<file path="config.mk">
export PLATFORM = sky130hd
export DESIGN_NAME = touch_scan_power_state_control
export DESIGN_NICKNAME = d
export VERILOG_FILES = /design/src/design/touch_scan_pkg.sv /design/src/design/channel_compare.sv /design/src/design/cycle_timer.sv /design/src/design/touch_scan_power_state_control.sv
export VERILOG_INCLUDE_DIRS = /design/src /design/src/design
export SDC_FILE = /design/constraint.sdc
export NUM_CORES = 1
export LEC_CHECK = 0
export BUFFER_PORTS_ARGS = -buffer_cell sky130_fd_sc_hd__buf_2
export CAP_MARGIN = 10
export CORE_MARGIN = 5
export CORE_UTILIZATION = 40
export DETAILED_ROUTE_END_ITERATION = 10
export HOLD_SLACK_MARGIN = 0.03
export SETUP_SLACK_MARGIN = 0.3
export SYNTH_ARGS = -nofsm -noshare
export SYNTH_HDL_FRONTEND = slang
export SYNTH_SLANG_ARGS = --single-unit
</file>
<file path="constraint.sdc">
create_clock -name clock_in -period 12.6 [get_ports clock_in]
set_clock_uncertainty 0.15 [all_clocks]
set_input_delay 0 -clock clock_in [delete_from_list [all_inputs] [get_ports clock_in]]
set_output_delay 0 -clock clock_in [all_outputs]
set_load 0.005 [all_outputs]
</file>
<file path="src/design/touch_scan_params.svh">
`ifndef TOUCH_SCAN_PARAMS_SVH
`define TOUCH_SCAN_PARAMS_SVH

// Register offsets.
`define ADDR_CONTROL 8'h00
`define ADDR_ACTIVE_ENABLE 8'h01
`define ADDR_ACTIVE_CONFIG 8'h02
`define ADDR_STANDBY_ENABLE 8'h03
`define ADDR_STANDBY_CONFIG 8'h04
`define ADDR_STANDBY_THRESHOLD 8'h05
`define ADDR_TOUCH_STATUS 8'h06
`define ADDR_STATE 8'h07
`define ADDR_IRQ_STATUS 8'h08
`define ADDR_IRQ_CLEAR 8'h09
`define ADDR_IRQ_ENABLE 8'h0A
`define ADDR_CAL_PENDING 8'h0B
`define ADDR_THRESHOLD_BASE 8'h10

// Control register fields.
`define CTRL_STANDBY_BIT 0
`define CTRL_MIXED_BIT 1
`define CTRL_DEEP_BIT 2

// Configuration register fields, shared by the active and standby layouts.
`define CFG_PERIOD_LSB 0
`define CFG_AMP_LSB 2
`define CFG_SENS_LSB 4

// Interrupt status bits.
`define IRQ_TOUCH_BIT 0
`define IRQ_OVERRUN_BIT 1
`define IRQ_STATE_BIT 2

// Reset values.
`define RST_CONTROL 8'h00
`define RST_ACTIVE_ENABLE 8'hFF
`define RST_STANDBY_ENABLE 8'h00
`define RST_CONFIG 8'h21
`define RST_THRESHOLD 8'h40
`define RST_IRQ_ENABLE 8'h00
`define RST_CAL_PENDING 8'hFF

// Timing.
`define CLOCK_KHZ 40000
`define TICK_US 1000
`define TICK_CYCLES ((`CLOCK_KHZ * `TICK_US) / 1000)
`define PERIOD_UNIT_MS 35

`endif

</file>
<file path="src/design/touch_scan_pkg.sv">
package touch_scan_pkg;

  typedef enum logic [1:0] {
    POWER_ACTIVE = 2'h0,
    POWER_STANDBY = 2'h1,
    POWER_COMBO = 2'h3,
    POWER_DEEP = 2'h2
  } power_state_e;

  typedef enum logic [1:0] {
    SCAN_SEEK = 2'h0,
    SCAN_MEASURE = 2'h1,
    SCAN_IDLE = 2'h3,
    SCAN_SLEEP = 2'h2
  } scan_state_e;

endpackage

</file>
<file path="src/design/channel_compare.sv">
`timescale 1ns/1ps

module channel_compare #(
  parameter int COUNT_WIDTH = 16
) (
  input wire logic [COUNT_WIDTH-1:0] count_in, // Fresh measurement.
  input wire logic [COUNT_WIDTH-1:0] baseline_in, // Untouched reference.
  input wire logic [7:0] threshold_in, // Touch threshold.
  output logic touched_out // Delta exceeds the threshold.
);

  logic [COUNT_WIDTH:0] delta;

  // A measurement below the baseline gives a negative delta and is never a touch.
  assign delta = {1'b0, count_in} - {1'b0, baseline_in};
  assign touched_out = !delta[COUNT_WIDTH] && (delta > (COUNT_WIDTH + 1)'(threshold_in));

endmodule

</file>
<file path="src/design/cycle_timer.sv">
`timescale 1ns/1ps
`include "touch_scan_params.svh"

module cycle_timer #(
  parameter int TICK_CYCLES = `TICK_CYCLES
) (
  input wire logic clock_in, // System clock.
  input wire logic arst_n_in, // Asynchronous reset, active low.
  input wire logic start_in, // Restart the period.
  input wire logic [7:0] period_ms_in, // Period length in milliseconds.
  output logic expired_out // Period has run out.
);

  logic [31:0] divider;
  logic [7:0] ms_count;
  logic tick;

  assign tick = (divider == 32'(TICK_CYCLES - 1));

  always_ff @(posedge clock_in or negedge arst_n_in) begin
    if (!arst_n_in) begin
      divider <= 32'h0;
    end else if (start_in || tick) begin
      divider <= 32'h0;
    end else begin
      divider <= divider + 32'h1;
    end
  end

  always_ff @(posedge clock_in or negedge arst_n_in) begin
    if (!arst_n_in) begin
      ms_count <= 8'h0;
      expired_out <= 1'b0;
    end else if (start_in) begin
      ms_count <= 8'h0;
      expired_out <= 1'b0;
    end else if (tick && !expired_out) begin
      ms_count <= ms_count + 8'h1;
      expired_out <= (ms_count + 8'h1 >= period_ms_in);
    end
  end

endmodule

</file>
<file path="src/design/touch_scan_power_state_control.sv">
// Chosen here: the strobed register port and the placing of the registers.
`timescale 1ns/1ps
`include "touch_scan_params.svh"

module touch_scan_power_state_control
  import touch_scan_pkg::*;
#(
  parameter int CHANNELS = 8,
  parameter int COUNT_WIDTH = 16,
  parameter int TICK_CYCLES = `TICK_CYCLES
) (
  input wire logic clock_in, // 40 MHz system clock.
  input wire logic arst_n_in, // Asynchronous reset, active low.
  input wire logic [7:0] addr_in, // Register address.
  input wire logic [7:0] wdata_in, // Register write data.
  input wire logic wr_in, // Write strobe.
  input wire logic rd_in, // Read strobe.
  output logic [7:0] rdata_out, // Read data, one cycle after the strobe.
  input wire logic bus_active_in, // Serial bus traffic addressed to us.
  output logic meas_req_out, // Pulse: start a measurement.
  output logic [2:0] meas_channel_out, // Channel to measure.
  output logic [1:0] meas_amp_out, // Amplification for the measurement.
  output logic [2:0] meas_sens_out, // Sensitivity for the measurement.
  output logic meas_standby_cfg_out, // Measurement uses standby settings.
  input wire logic meas_done_in, // Pulse: measurement finished.
  input wire logic [COUNT_WIDTH-1:0] meas_count_in, // Measured count.
  output logic [CHANNELS-1:0] touch_out, // Per-input touch status.
  output logic [1:0] power_state_out, // Current power state.
  output logic low_power_out, // Idle for the rest of the cycle.
  output logic awake_out, // Digital core running.
  output logic irq_out // Level interrupt.
);

  function automatic logic [3:0] next_enabled(input logic [CHANNELS-1:0] mask, input logic [3:0] from);
    logic [3:0] found;
    found = 4'(CHANNELS);
    for (int i = CHANNELS - 1; i >= 0; i--) begin
      if (mask[i] && (4'(i) >= from)) begin
        found = 4'(i);
      end
    end
    return found;
  endfunction

  function automatic logic [7:0] field_period(input logic [1:0] sel);
    return 8'((32'(sel) + 32'h1) * `PERIOD_UNIT_MS);
  endfunction

  logic [7:0] control;
  logic [CHANNELS-1:0] active_enable;
  logic [7:0] active_config;
  logic [CHANNELS-1:0] standby_enable;
  logic [7:0] standby_config;
  logic [7:0] standby_threshold;
  logic [7:0] active_threshold [CHANNELS];
  logic [7:0] irq_status;
  logic [7:0] irq_enable;
  logic [CHANNELS-1:0] cal_pending;
  logic [COUNT_WIDTH-1:0] baseline [CHANNELS];
  logic [CHANNELS-1:0] prev_monitored;
  power_state_e power;
  power_state_e next_power;
  scan_state_e scan;
  logic [3:0] channel;
  logic [3:0] seek;
  logic [CHANNELS-1:0] monitored;
  logic [CHANNELS-1:0] standby_set;
  logic state_change;
  logic restart;
  logic timer_expired;
  logic [7:0] period_ms;
  logic [7:0] threshold_now;
  logic touched;
  logic touch_event;
  logic overrun_event;
  logic measure_done;

  always_comb begin
    if (control[`CTRL_DEEP_BIT]) begin
      next_power = POWER_DEEP;
    end else if (control[`CTRL_MIXED_BIT]) begin
      next_power = POWER_COMBO;
    end else if (control[`CTRL_STANDBY_BIT]) begin
      next_power = POWER_STANDBY;
    end else begin
      next_power = POWER_ACTIVE;
    end
  end

  always_comb begin
    case (power)
      POWER_ACTIVE: begin
        monitored = active_enable;
        standby_set = '0;
      end
      POWER_STANDBY: begin
        monitored = standby_enable;
        standby_set = standby_enable;
      end
      POWER_COMBO: begin
        monitored = active_enable | standby_enable;
        standby_set = standby_enable & ~active_enable;
      end
      default: begin
        monitored = '0;
        standby_set = '0;
      end
    endcase
  end

  assign state_change = (next_power != power);
  assign seek = next_enabled(monitored, channel);
  assign period_ms = (power == POWER_ACTIVE) ? field_period(active_config[`CFG_PERIOD_LSB +: 2])
                                             : field_period(standby_config[`CFG_PERIOD_LSB +: 2]);
  assign threshold_now = standby_set[channel[2:0]] ? standby_threshold
                                                   : active_threshold[channel[2:0]];
  assign measure_done = (scan == SCAN_MEASURE) && meas_done_in;
  assign restart = (scan == SCAN_SEEK && seek == 4'(CHANNELS) && timer_expired)
                || (scan == SCAN_IDLE && timer_expired)
                || (scan == SCAN_SLEEP && next_power != POWER_DEEP)
                || (state_change && next_power != POWER_DEEP);
  assign touch_event = measure_done && !cal_pending[channel[2:0]] && touched && !touch_out[channel[2:0]];
  assign overrun_event = (scan == SCAN_SEEK) && (seek == 4'(CHANNELS)) && timer_expired && !state_change;

  cycle_timer #(
    .TICK_CYCLES(TICK_CYCLES)
  ) period_timer (
    .clock_in(clock_in),
    .arst_n_in(arst_n_in),
    .start_in(restart),
    .period_ms_in(period_ms),
    .expired_out(timer_expired)
  );

  channel_compare #(
    .COUNT_WIDTH(COUNT_WIDTH)
  ) compare (
    .count_in(meas_count_in),
    .baseline_in(baseline[channel[2:0]]),
    .threshold_in(threshold_now),
    .touched_out(touched)
  );

  always_ff @(posedge clock_in or negedge arst_n_in) begin
    if (!arst_n_in) begin
      control <= `RST_CONTROL;
      active_enable <= `RST_ACTIVE_ENABLE;
      active_config <= `RST_CONFIG;
      standby_enable <= `RST_STANDBY_ENABLE;
      standby_config <= `RST_CONFIG;
      standby_threshold <= `RST_THRESHOLD;
      irq_enable <= `RST_IRQ_ENABLE;
      for (int i = 0; i < CHANNELS; i++) begin
        active_threshold[i] <= `RST_THRESHOLD;
      end
    end else if (wr_in) begin
      case (addr_in)
        `ADDR_CONTROL: control <= wdata_in & 8'h07;
        `ADDR_ACTIVE_ENABLE: active_enable <= wdata_in[CHANNELS-1:0];
        `ADDR_ACTIVE_CONFIG: active_config <= wdata_in & 8'h7F;
        `ADDR_STANDBY_ENABLE: standby_enable <= wdata_in[CHANNELS-1:0];
        `ADDR_STANDBY_CONFIG: standby_config <= wdata_in & 8'h7F;
        `ADDR_STANDBY_THRESHOLD: standby_threshold <= wdata_in;
        `ADDR_IRQ_ENABLE: irq_enable <= wdata_in & 8'h07;
        default: begin
          if (addr_in[7:3] == `ADDR_THRESHOLD_BASE >> 3) begin
            active_threshold[addr_in[2:0]] <= wdata_in;
          end
        end
      endcase
    end
  end

  // Reads of unmapped or write-only addresses return zero.
  always_ff @(posedge clock_in or negedge arst_n_in) begin
    if (!arst_n_in) begin
      rdata_out <= 8'h00;
    end else if (rd_in) begin
      case (addr_in)
        `ADDR_CONTROL: rdata_out <= control;
        `ADDR_ACTIVE_ENABLE: rdata_out <= active_enable;
        `ADDR_ACTIVE_CONFIG: rdata_out <= active_config;
        `ADDR_STANDBY_ENABLE: rdata_out <= standby_enable;
        `ADDR_STANDBY_CONFIG: rdata_out <= standby_config;
        `ADDR_STANDBY_THRESHOLD: rdata_out <= standby_threshold;
        `ADDR_TOUCH_STATUS: rdata_out <= touch_out;
        `ADDR_STATE: rdata_out <= {4'h0, awake_out, low_power_out, power};
        `ADDR_IRQ_STATUS: rdata_out <= irq_status;
        `ADDR_IRQ_ENABLE: rdata_out <= irq_enable;
        `ADDR_CAL_PENDING: rdata_out <= cal_pending;
        default: begin
          if (addr_in[7:3] == `ADDR_THRESHOLD_BASE >> 3) begin
            rdata_out <= active_threshold[addr_in[2:0]];
          end else begin
            rdata_out <= 8'h00;
          end
        end
      endcase
    end else begin
      rdata_out <= 8'h00;
    end
  end

  always_ff @(posedge clock_in or negedge arst_n_in) begin
    if (!arst_n_in) begin
      power <= POWER_ACTIVE;
      prev_monitored <= '0;
    end else begin
      power <= next_power;
      prev_monitored <= monitored;
    end
  end

  // Deep sleep keeps the core up only while the bus is talking to us; the bit itself stays set.
  always_ff @(posedge clock_in or negedge arst_n_in) begin
    if (!arst_n_in) begin
      awake_out <= 1'b1;
    end else begin
      awake_out <= (next_power != POWER_DEEP) || bus_active_in;
    end
  end

  always_ff @(posedge clock_in or negedge arst_n_in) begin
    if (!arst_n_in) begin
      scan <= SCAN_SEEK;
      channel <= 4'h0;
      meas_req_out <= 1'b0;
      meas_channel_out <= 3'h0;
      meas_amp_out <= 2'h0;
      meas_sens_out <= 3'h0;
      meas_standby_cfg_out <= 1'b0;
      low_power_out <= 1'b0;
    end else begin
      meas_req_out <= 1'b0;
      if (next_power == POWER_DEEP) begin
        scan <= SCAN_SLEEP;
        channel <= 4'h0;
        low_power_out <= 1'b1;
      end else if (restart) begin
        scan <= SCAN_SEEK;
        channel <= 4'h0;
        low_power_out <= 1'b0;
      end else begin
        case (scan)
          SCAN_SEEK: begin
            if (seek == 4'(CHANNELS)) begin
              scan <= SCAN_IDLE;
              low_power_out <= 1'b1;
            end else begin
              scan <= SCAN_MEASURE;
              channel <= seek;
              meas_req_out <= 1'b1;
              meas_channel_out <= seek[2:0];
              meas_standby_cfg_out <= standby_set[seek[2:0]];
              if (standby_set[seek[2:0]]) begin
                meas_sens_out <= standby_config[`CFG_SENS_LSB +: 3];
                meas_amp_out <= (power == POWER_COMBO) ? standby_config[`CFG_AMP_LSB +: 2]
                                                       : active_config[`CFG_AMP_LSB +: 2];
              end else begin
                meas_sens_out <= active_config[`CFG_SENS_LSB +: 3];
                meas_amp_out <= active_config[`CFG_AMP_LSB +: 2];
              end
            end
          end
          SCAN_MEASURE: begin
            if (meas_done_in) begin
              scan <= SCAN_SEEK;
              channel <= channel + 4'h1;
            end
          end
          SCAN_IDLE: begin
            low_power_out <= 1'b1;
          end
          default: begin
            scan <= SCAN_SEEK;
            low_power_out <= 1'b0;
          end
        endcase
      end
    end
  end

  // A power state change clears the touch of every input; an input disabled by an enable write keeps its touch.
  always_ff @(posedge clock_in or negedge arst_n_in) begin
    if (!arst_n_in) begin
      touch_out <= '0;
    end else if (state_change) begin
      touch_out <= '0;
    end else if (measure_done && !cal_pending[channel[2:0]]) begin
      touch_out[channel[2:0]] <= touched;
    end
  end

  // The first measurement of a calibrating input becomes its baseline and is never a touch.
  always_ff @(posedge clock_in or negedge arst_n_in) begin
    if (!arst_n_in) begin
      cal_pending <= `RST_CAL_PENDING;
      for (int i = 0; i < CHANNELS; i++) begin
        baseline[i] <= '0;
      end
    end else begin
      if (measure_done && cal_pending[channel[2:0]]) begin
        baseline[channel[2:0]] <= meas_count_in;
      end
      cal_pending <= (cal_pending & ~(CHANNELS'(measure_done) << channel[2:0]))
                   | (monitored & ~prev_monitored);
    end
  end

  // Hardware set wins over a software clear in the same cycle.
  always_ff @(posedge clock_in or negedge arst_n_in) begin
    if (!arst_n_in) begin
      irq_status <= 8'h00;
    end else begin
      irq_status <= (irq_status & ~(wr_in && addr_in == `ADDR_IRQ_CLEAR ? wdata_in : 8'h00))
                  | ({7'h0, touch_event} << `IRQ_TOUCH_BIT)
                  | ({7'h0, overrun_event} << `IRQ_OVERRUN_BIT)
                  | ({7'h0, state_change} << `IRQ_STATE_BIT);
    end
  end

  always_ff @(posedge clock_in or negedge arst_n_in) begin
    if (!arst_n_in) begin
      irq_out <= 1'b0;
    end else begin
      irq_out <= |(irq_status & irq_enable);
    end
  end

  touch_irq_a: assert property (@(posedge clock_in) disable iff (!arst_n_in)
    touch_event |=> irq_status[`IRQ_TOUCH_BIT])
    else $error("New touch did not set its status bit.");

  assign power_state_out = power;

  sleep_no_meas_a: assert property (@(posedge clock_in) disable iff (!arst_n_in)
    (power == POWER_DEEP) |-> !meas_req_out)
    else $error("Measurement requested in deep sleep.");

  state_clears_touch_a: assert property (@(posedge clock_in) disable iff (!arst_n_in)
    state_change |=> (touch_out == '0))
    else $error("Touch status survived a power state change.");

  active_mask_a: assert property (@(posedge clock_in) disable iff (!arst_n_in)
    (scan == SCAN_SEEK && power == POWER_ACTIVE && seek != 4'(CHANNELS) && !state_change)
    |=> meas_req_out && $past(active_enable[seek[2:0]]))
    else $error("Active scan measured a disabled input.");

  standby_cfg_a: assert property (@(posedge clock_in) disable iff (!arst_n_in)
    (meas_req_out && power == POWER_STANDBY) |-> meas_standby_cfg_out)
    else $error("Standby input measured without standby settings.");

  combo_both_a: assert property (@(posedge clock_in) disable iff (!arst_n_in)
    (meas_req_out && power == POWER_COMBO && active_enable[meas_channel_out]) |-> !meas_standby_cfg_out)
    else $error("Input in both sets did not use active settings.");

  ascending_order_a: assert property (@(posedge clock_in) disable iff (!arst_n_in)
    (measure_done && !restart && next_power != POWER_DEEP)
    |=> (channel == $past(channel) + 4'h1))
    else $error("Channel did not advance after a measurement.");

  idle_until_period_a: assert property (@(posedge clock_in) disable iff (!arst_n_in)
    (scan == SCAN_IDLE && !timer_expired && !state_change && next_power != POWER_DEEP) |=> scan == SCAN_IDLE)
    else $error("Idle left before the period ended.");

  overrun_restart_a: assert property (@(posedge clock_in) disable iff (!arst_n_in)
    overrun_event |=> (scan == SCAN_SEEK && channel == 4'h0 && !low_power_out))
    else $error("Late cycle did not restart at once without idling.");

  calibrate_new_a: assert property (@(posedge clock_in) disable iff (!arst_n_in)
    (monitored & ~prev_monitored) != '0 |=> (cal_pending & $past(monitored & ~prev_monitored)) != '0)
    else $error("Newly enabled input not marked for calibration.");

  precedence_a: assert property (@(posedge clock_in) disable iff (!arst_n_in)
    control[`CTRL_DEEP_BIT] |=> power == POWER_DEEP)
    else $error("Deep sleep did not take precedence.");

endmodule

</file>
**After elaboration in Yosys (flattened, before gate mapping)**

Cells that the tools add are included.

- Multipliers: 2
- Equal/unequal tests: 27
- Mux-type cells: 73
- Magnitude comparators: 17
- $add $sub $neg: 6
- Bitwise operators: 20
- Reduce and logical (&&, ||, !) cells: 55
- Shifts and indexed selects: 1

Operators by type and width:

| cell | count |
|---|---|
| $bwmux W128 | 1 |
| $mux W8 | 14 |
| $pmux W8 S11 | 1 |
| $bwmux W64 | 1 |
| $bmux W16 S3 | 1 |
| $bmux W8 S3 | 2 |
| $demux W16 S3 | 1 |
| $mux W16 | 3 |
| $mux W4 | 12 |
| $add A32 B1 Y32 const B | 1 |
| $and A8 B8 Y8 | 4 |
| $eq A32 B16 Y1 const B | 1 |
| $eq A8 B3 Y1 const B | 4 |
| $eq A8 B4 Y1 const B | 4 |
| $mux W32 | 1 |
| $not A8 Y8 | 4 |
| $logic_and A1 B1 Y1 | 25 |
| $demux W8 S3 | 1 |
| $pmux W8 S3 | 1 |
| $reduce_and A2 Y1 | 9 |
| $gt A17 B8 Y1 | 1 |
| $sub A16 B16 Y17 | 1 |
| $eq A8 B2 Y1 const B | 2 |
| $ge A3 B4 Y1 const A | 4 |
| 50 further kinds | 102 |

- Output and inout bits: 31
- Input port bits: 38
- Register bits: 338

**Longest topological paths before layout**

- Depth after elaboration: 19
- Depth in mapped cells: 22

**Hierarchy**

A second synthesis with hierarchy kept.

- Cells, all modules: 1,599
- Area total of the unflattened synthesis: 17,971.0 µm²

By module, submodules not included:

| module | instances | seq. area each (µm²) | area an instance (µm²) | cells each |
|---|---|---|---|---|
| touch_scan_power_state_control | 1 | 7,469.7 | 14,521.4 | 1,199 |
| cycle_timer | 1 | 1,026.0 | 2,378.5 | 245 |
| channel_compare | 1 | 0.0 | 1,071.0 | 155 |

**Worst setup path before layout**

OpenSTA, ideal clock, no wires.

- Path kind: register to register
- Start: reg channel[0]
- End: reg touch_out[3]
- Setup slack: 7.731 ns
- Path buffers: 3
- Arrival time: 4.598 ns
- Library setup time: 0.120 ns
- Stages on the path, launching flop included: 22
- Cell sequence: dfrtp_1 buf_2 clkinv_1 nor3_1 clkbuf_1 clkbuf_1 a22oi_1 and4_1 ha_1 nor2b_1 o21ai_0 a21boi_0 o21ai_0 nor2b_1 xnor2_1 ha_1 a21oi_1 a21boi_0 o21a_1 o22ai_1 nand4_1 a41o_1

- Word-level cells in the longest chain between the ends: 10

RTL lines:

| item | RTL line | text |
|---|---|---|
| start, declared | touch_scan_power_state_control.sv:64 | `logic [3:0] channel;` |
| start signal, assigned | touch_scan_power_state_control.sv:251 | `channel <= seek;` |
| start signal, assigned | touch_scan_power_state_control.sv:268 | `channel <= channel + 4'h1;` |
| $not A3 Y4 (implied by the code) | touch_scan_power_state_control.sv:116, touch_scan_power_state_control.sv:139 |  |
| $bmux W16 S3 or $bmux W8 S3 (tied branches) | touch_scan_power_state_control.sv:139, touch_scan_power_state_control.sv:116 |  |
| $mux W16 (implied by the code) or $mux W8 (tied branches) (2 in series) | touch_scan_power_state_control.sv:139, touch_scan_power_state_control.sv:116 |  |
| $sub A16 B16 Y17 or $mux W8 (tied branches) | channel_compare.sv:15, touch_scan_power_state_control.sv:115 |  |
| $gt A17 B8 Y1 or $logic_not A1 Y1 (tied branches) | channel_compare.sv:16 | `assign touched_out = !delta[COUNT_WIDTH] && (delta > (COUNT_WIDTH + 1)'(threshold_in));` |
| $logic_and A1 B1 Y1 | channel_compare.sv:16 |  |
| $bwmux W8 | touch_scan_power_state_control.sv:290 | `touch_out[channel[2:0]] <= touched;` |
| $mux W8 | touch_scan_power_state_control.sv:289 | `end else if (measure_done && !cal_pending[channel[2:0]]) begin` |
| $mux W8 | touch_scan_power_state_control.sv:287 | `end else if (state_change) begin` |
| end signal, assigned by index | touch_scan_power_state_control.sv:290 |  |
| end, declared | touch_scan_power_state_control.sv:27 | `output logic [CHANNELS-1:0] touch_out,` |

Parallel ways exist; a longest one is shown, timed or not. The select of a mux whose other input is x is not followed.
A chain may end at the register's enable or synchronous reset.

**Worst setup path in the final report**

- Start: reg channel[0]
- End: reg touch_out[5]

Same word-level chain as after synthesis.

==> impl_metrics.tcl <==
set metrics [dict create \
    root_buffer "clkbuf_16" \
    async_flop_share_pct 100 \
    startpoint_type "flip-flop" \
    maxSlewViolCount 0 \
    ys.flop_type "dfrtp_1" \
    dr.pass1.iters 5 \
    status "completed" \
    fin_nets 1740 \
    route.detailed.drc 0 \
    clk_pin_slew_worst_paths_ns 0.06 \
    dieArea_sq_um 48700 \
    grt_max_degree 95 \
    worstSetupEndpoint "touch_out[5]" \
    period_needed_ns 5.58 \
    synthToLayoutAreaGrowth_pct 15.4 \
    num_rows 77 \
    drive_above_1_share_pct 25.2 \
    finalCritPeriodShare_pct 44.3 \
    clk_latency_ns 0.57 \
    portBuffers 68 \
    ir_drop_mv 0.0832 \
    drt_iter0_markers 1402 \
    chipWidth_um 221 \
    ys_types 76 \
    cts_max_path_buffers 3 \
    tritoncts "built" \
    wire_per_inst_um 22.1 \
    gp_congestion 0.910 \
    setup_viol 0 \
    hold_viol 0 \
    num_io_pins 69 \
    grt-ovfl-total 0 \
    grt_use_total_pct 20.6 \
    max_freq_mhz 179 \
    worst_pin_slew_ns 1.13 \
    max_cap_violations 0 \
    vias_per_cell 5.80 \
    reg2reg_slack_ns 7.02 \
    stdcell_area_sq_um 20500 \
    timing.rr.end "touch_out[5]" \
    rsz0062_at_grt "false" \
    core_sq_um 44000 \
    p_leak_uw 0.00945 \
    ys_warn_count 0 \
    cp-end-kind "flip-flop" \
    grt_pass1_vias 13400 \
    ys_seq_area_share_pct 47.8 \
    crit_arrival_ns 5.88 \
    nFillCells 4029 \
    dpl-instance-area_sq_um 18700 \
    synth_seq_cells 338 \
    multi_input_area_sq_um 8840 \
    r2r.worst_path.cells 19 \
    netlist_area_sq_um 17800 \
    synth.area.top_cells "dfrtp_1, mux2_2, dfstp_2, ha_1, a22oi_1" \
    regArea_sq_um 8500 \
    synth_edf_count 0 \
    syn_nets 1652 \
    routed_wirelength_um 50200 \
    fin_util_pct 46.5 \
    critical_path_class "reg2reg" \
    crit_required_ns 12.90 \
    ant_nets 0 \
    powerDensity_nw_per_um2 126 \
    h-tree-depth 2 \
    slew_headroom_pct 24.2 \
    synth_top_area_share_pct 43.4 \
    worstSetupStartpoint "channel[0]" \
    start_util_pct 40.3 \
    dpl.hpwl_um 32900 \
    hold_path_class "in2reg" \
    dr_total_vias 13200 \
    whs_ns 0.121 \
    fin_setup_tns_ns 0 \
    crit_fanout 25 \
    grt_pass1_wl_um 78800 \
    synth_area_per_cell_sq_um 11.4 \
    regToRegStartpoint "channel[0]" \
    synth_top_area_cell "dfrtp_1" \
    chipHeight_um 221 \
    antenna_found_initial 2 \
    cts.sinks 338 \
    synth_cells 1560 \
    cts-resized-gates 0 \
    numCtsBuffers 40 \
]
==> cells in the mapped netlist, types with 6 or more instances <==
library cell    n
a211oi_1        6
a21boi_0        7
a21o_1         15
a21oi_1        54
a221oi_1       27
a22o_1         18
a22oi_1        71
a31oi_1        13
a32o_1          7
and2_1          8
and3_1         19
and4_1         11
buf_1           6
buf_2          12
clkbuf_1       58
dfrtp_1       308
dfstp_2        30
ha_1           53
inv_1          33
mux2_1         36
mux2_2        200
mux2i_1        37
mux4_2         17
nand2_1        99
nand2b_1       14
nand3_1        33
nand3b_1        6
nand4_1        12
nor2_1        104
nor2b_1        16
nor3_1         20
nor4_1          6
o211ai_1        6
o21ai_0        54
o21ai_1         6
o22ai_1         7
or3_1           9
xnor2_1        17
xor2_1         41
==> worst max-delay path, cell delays in order, from the launching register on <==
cell,delay [ns]
dfrtp_1,0.79
clkinv_1,0.49
nor3_2,0.27
buf_4,0.42
a22oi_1,0.15
and4_1,0.26
ha_1,0.27
nor2b_1,0.12
o21ai_0,0.19
a21boi_0,0.11
o21ai_0,0.20
nor2b_1,0.23
xnor2_1,0.15
ha_1,0.28
a21oi_1,0.16
a21boi_0,0.09
o21a_1,0.17
o22ai_1,0.18
nand4_1,0.40
a41o_1,0.38
==> metrics by stage <==
stage	power, uW	std cells	setup WS (ns)
floorplan	1280	1560	7.73
global placement	1360	2159	7.27
detailed placement	1370	2159	7.10
CTS	2600	2271	7.09
global route	2670	2271	6.61
finish	2570	2272	7.02
==> cells by family after synthesis <==
group,synth area share [%]
xor+xnor,2.95
mux,19.2
buf+inv,2.60
compound gates,13.2
flops,47.8
simple gates,10.3
fa+ha+maj,3.85
==> flip-flops by register name, summed over array words and instances, names as in the netlist, 4 cells and up <==
register	flops
period_timer.divider	32
standby_threshold	8
active_enable	8
channel	4
touch_out	8
prev_monitored	8
active_config	7
cal_pending	8
irq_status	8
period_timer.ms_count	8
active_threshold	64
standby_enable	8
standby_config	7
rdata_out	8
baseline	128
==> where the power goes <==
group,leakage (uW),internal (uW),switching [uW]
Clock,0.000683,744,471
Sequential,0.00456,1120,34.1
Combinational,0.00421,84.1,120
Total,0.00945,1950,625
==> cell usage in the layout (no fill, tap or decap), drive strengths merged, types with 17 or more instances in the layout <==
| master | n |
|---|---|
| a21oi | 54 |
| xnor2 | 18 |
| and3 | 19 |
| inv | 35 |
| mux2 | 236 |
| a22o | 18 |
| buf | 87 |
| a221oi | 27 |
| clkbuf | 54 |
| mux4 | 17 |
| ha | 53 |
| mux2i | 37 |
| nor3 | 20 |
| dlygate4sd3 | 38 |
| nand2 | 99 |
| nand3 | 34 |
| dfrtp | 308 |
| dfstp | 30 |
| xor2 | 41 |
| a22oi | 72 |
| nor2 | 104 |
| o21ai | 60 |
==> layer usage <==
layer	track usage (%)	share of wire (%)
met1	28.5	44
met2	33.1	46
met3	4.38	6.7
met4	5.81	2.6
met5	0	0.026
==> worst min-delay path by stage <==
stage                  startpoint  slack [ns]                  endpoint  cells past startpoint
floorplan               arst_n_in       -0.45          active_config[1]                      0
global placement        arst_n_in       -0.03   period_timer.divider[1]                      1
detailed placement      arst_n_in      -0.008  period_timer.divider[13]                      1
CTS                    addr_in[1]        0.09              rdata_out[2]                      4
global route        bus_active_in        0.14                 awake_out                      3
finish                 addr_in[1]        0.12              rdata_out[2]                      4
==> what timing repair did <==
action / CTS / global route
hold endpoints to repair: 369 / 0
setup buffers: 0 / 0
hold buffers: 39 / 0
==> layout make-up <==
| class | instances | share of cell area (%) |
|---|---|---|
| Clock inverter | 19 | 1.19 |
| Inverter | 35 | 0.641 |
| Clock buffer | 54 | 5.59 |
| Sequential cell | 338 | 41.5 |
| Multi-Input combinational cell | 1108 | 43.1 |
| Timing Repair Buffer | 125 | 4.36 |
| Tap cell | 592 | 3.61 |
| Antenna cell | 1 | 0.0122 |
No activity file was read; power rests on OpenSTA's default activity.
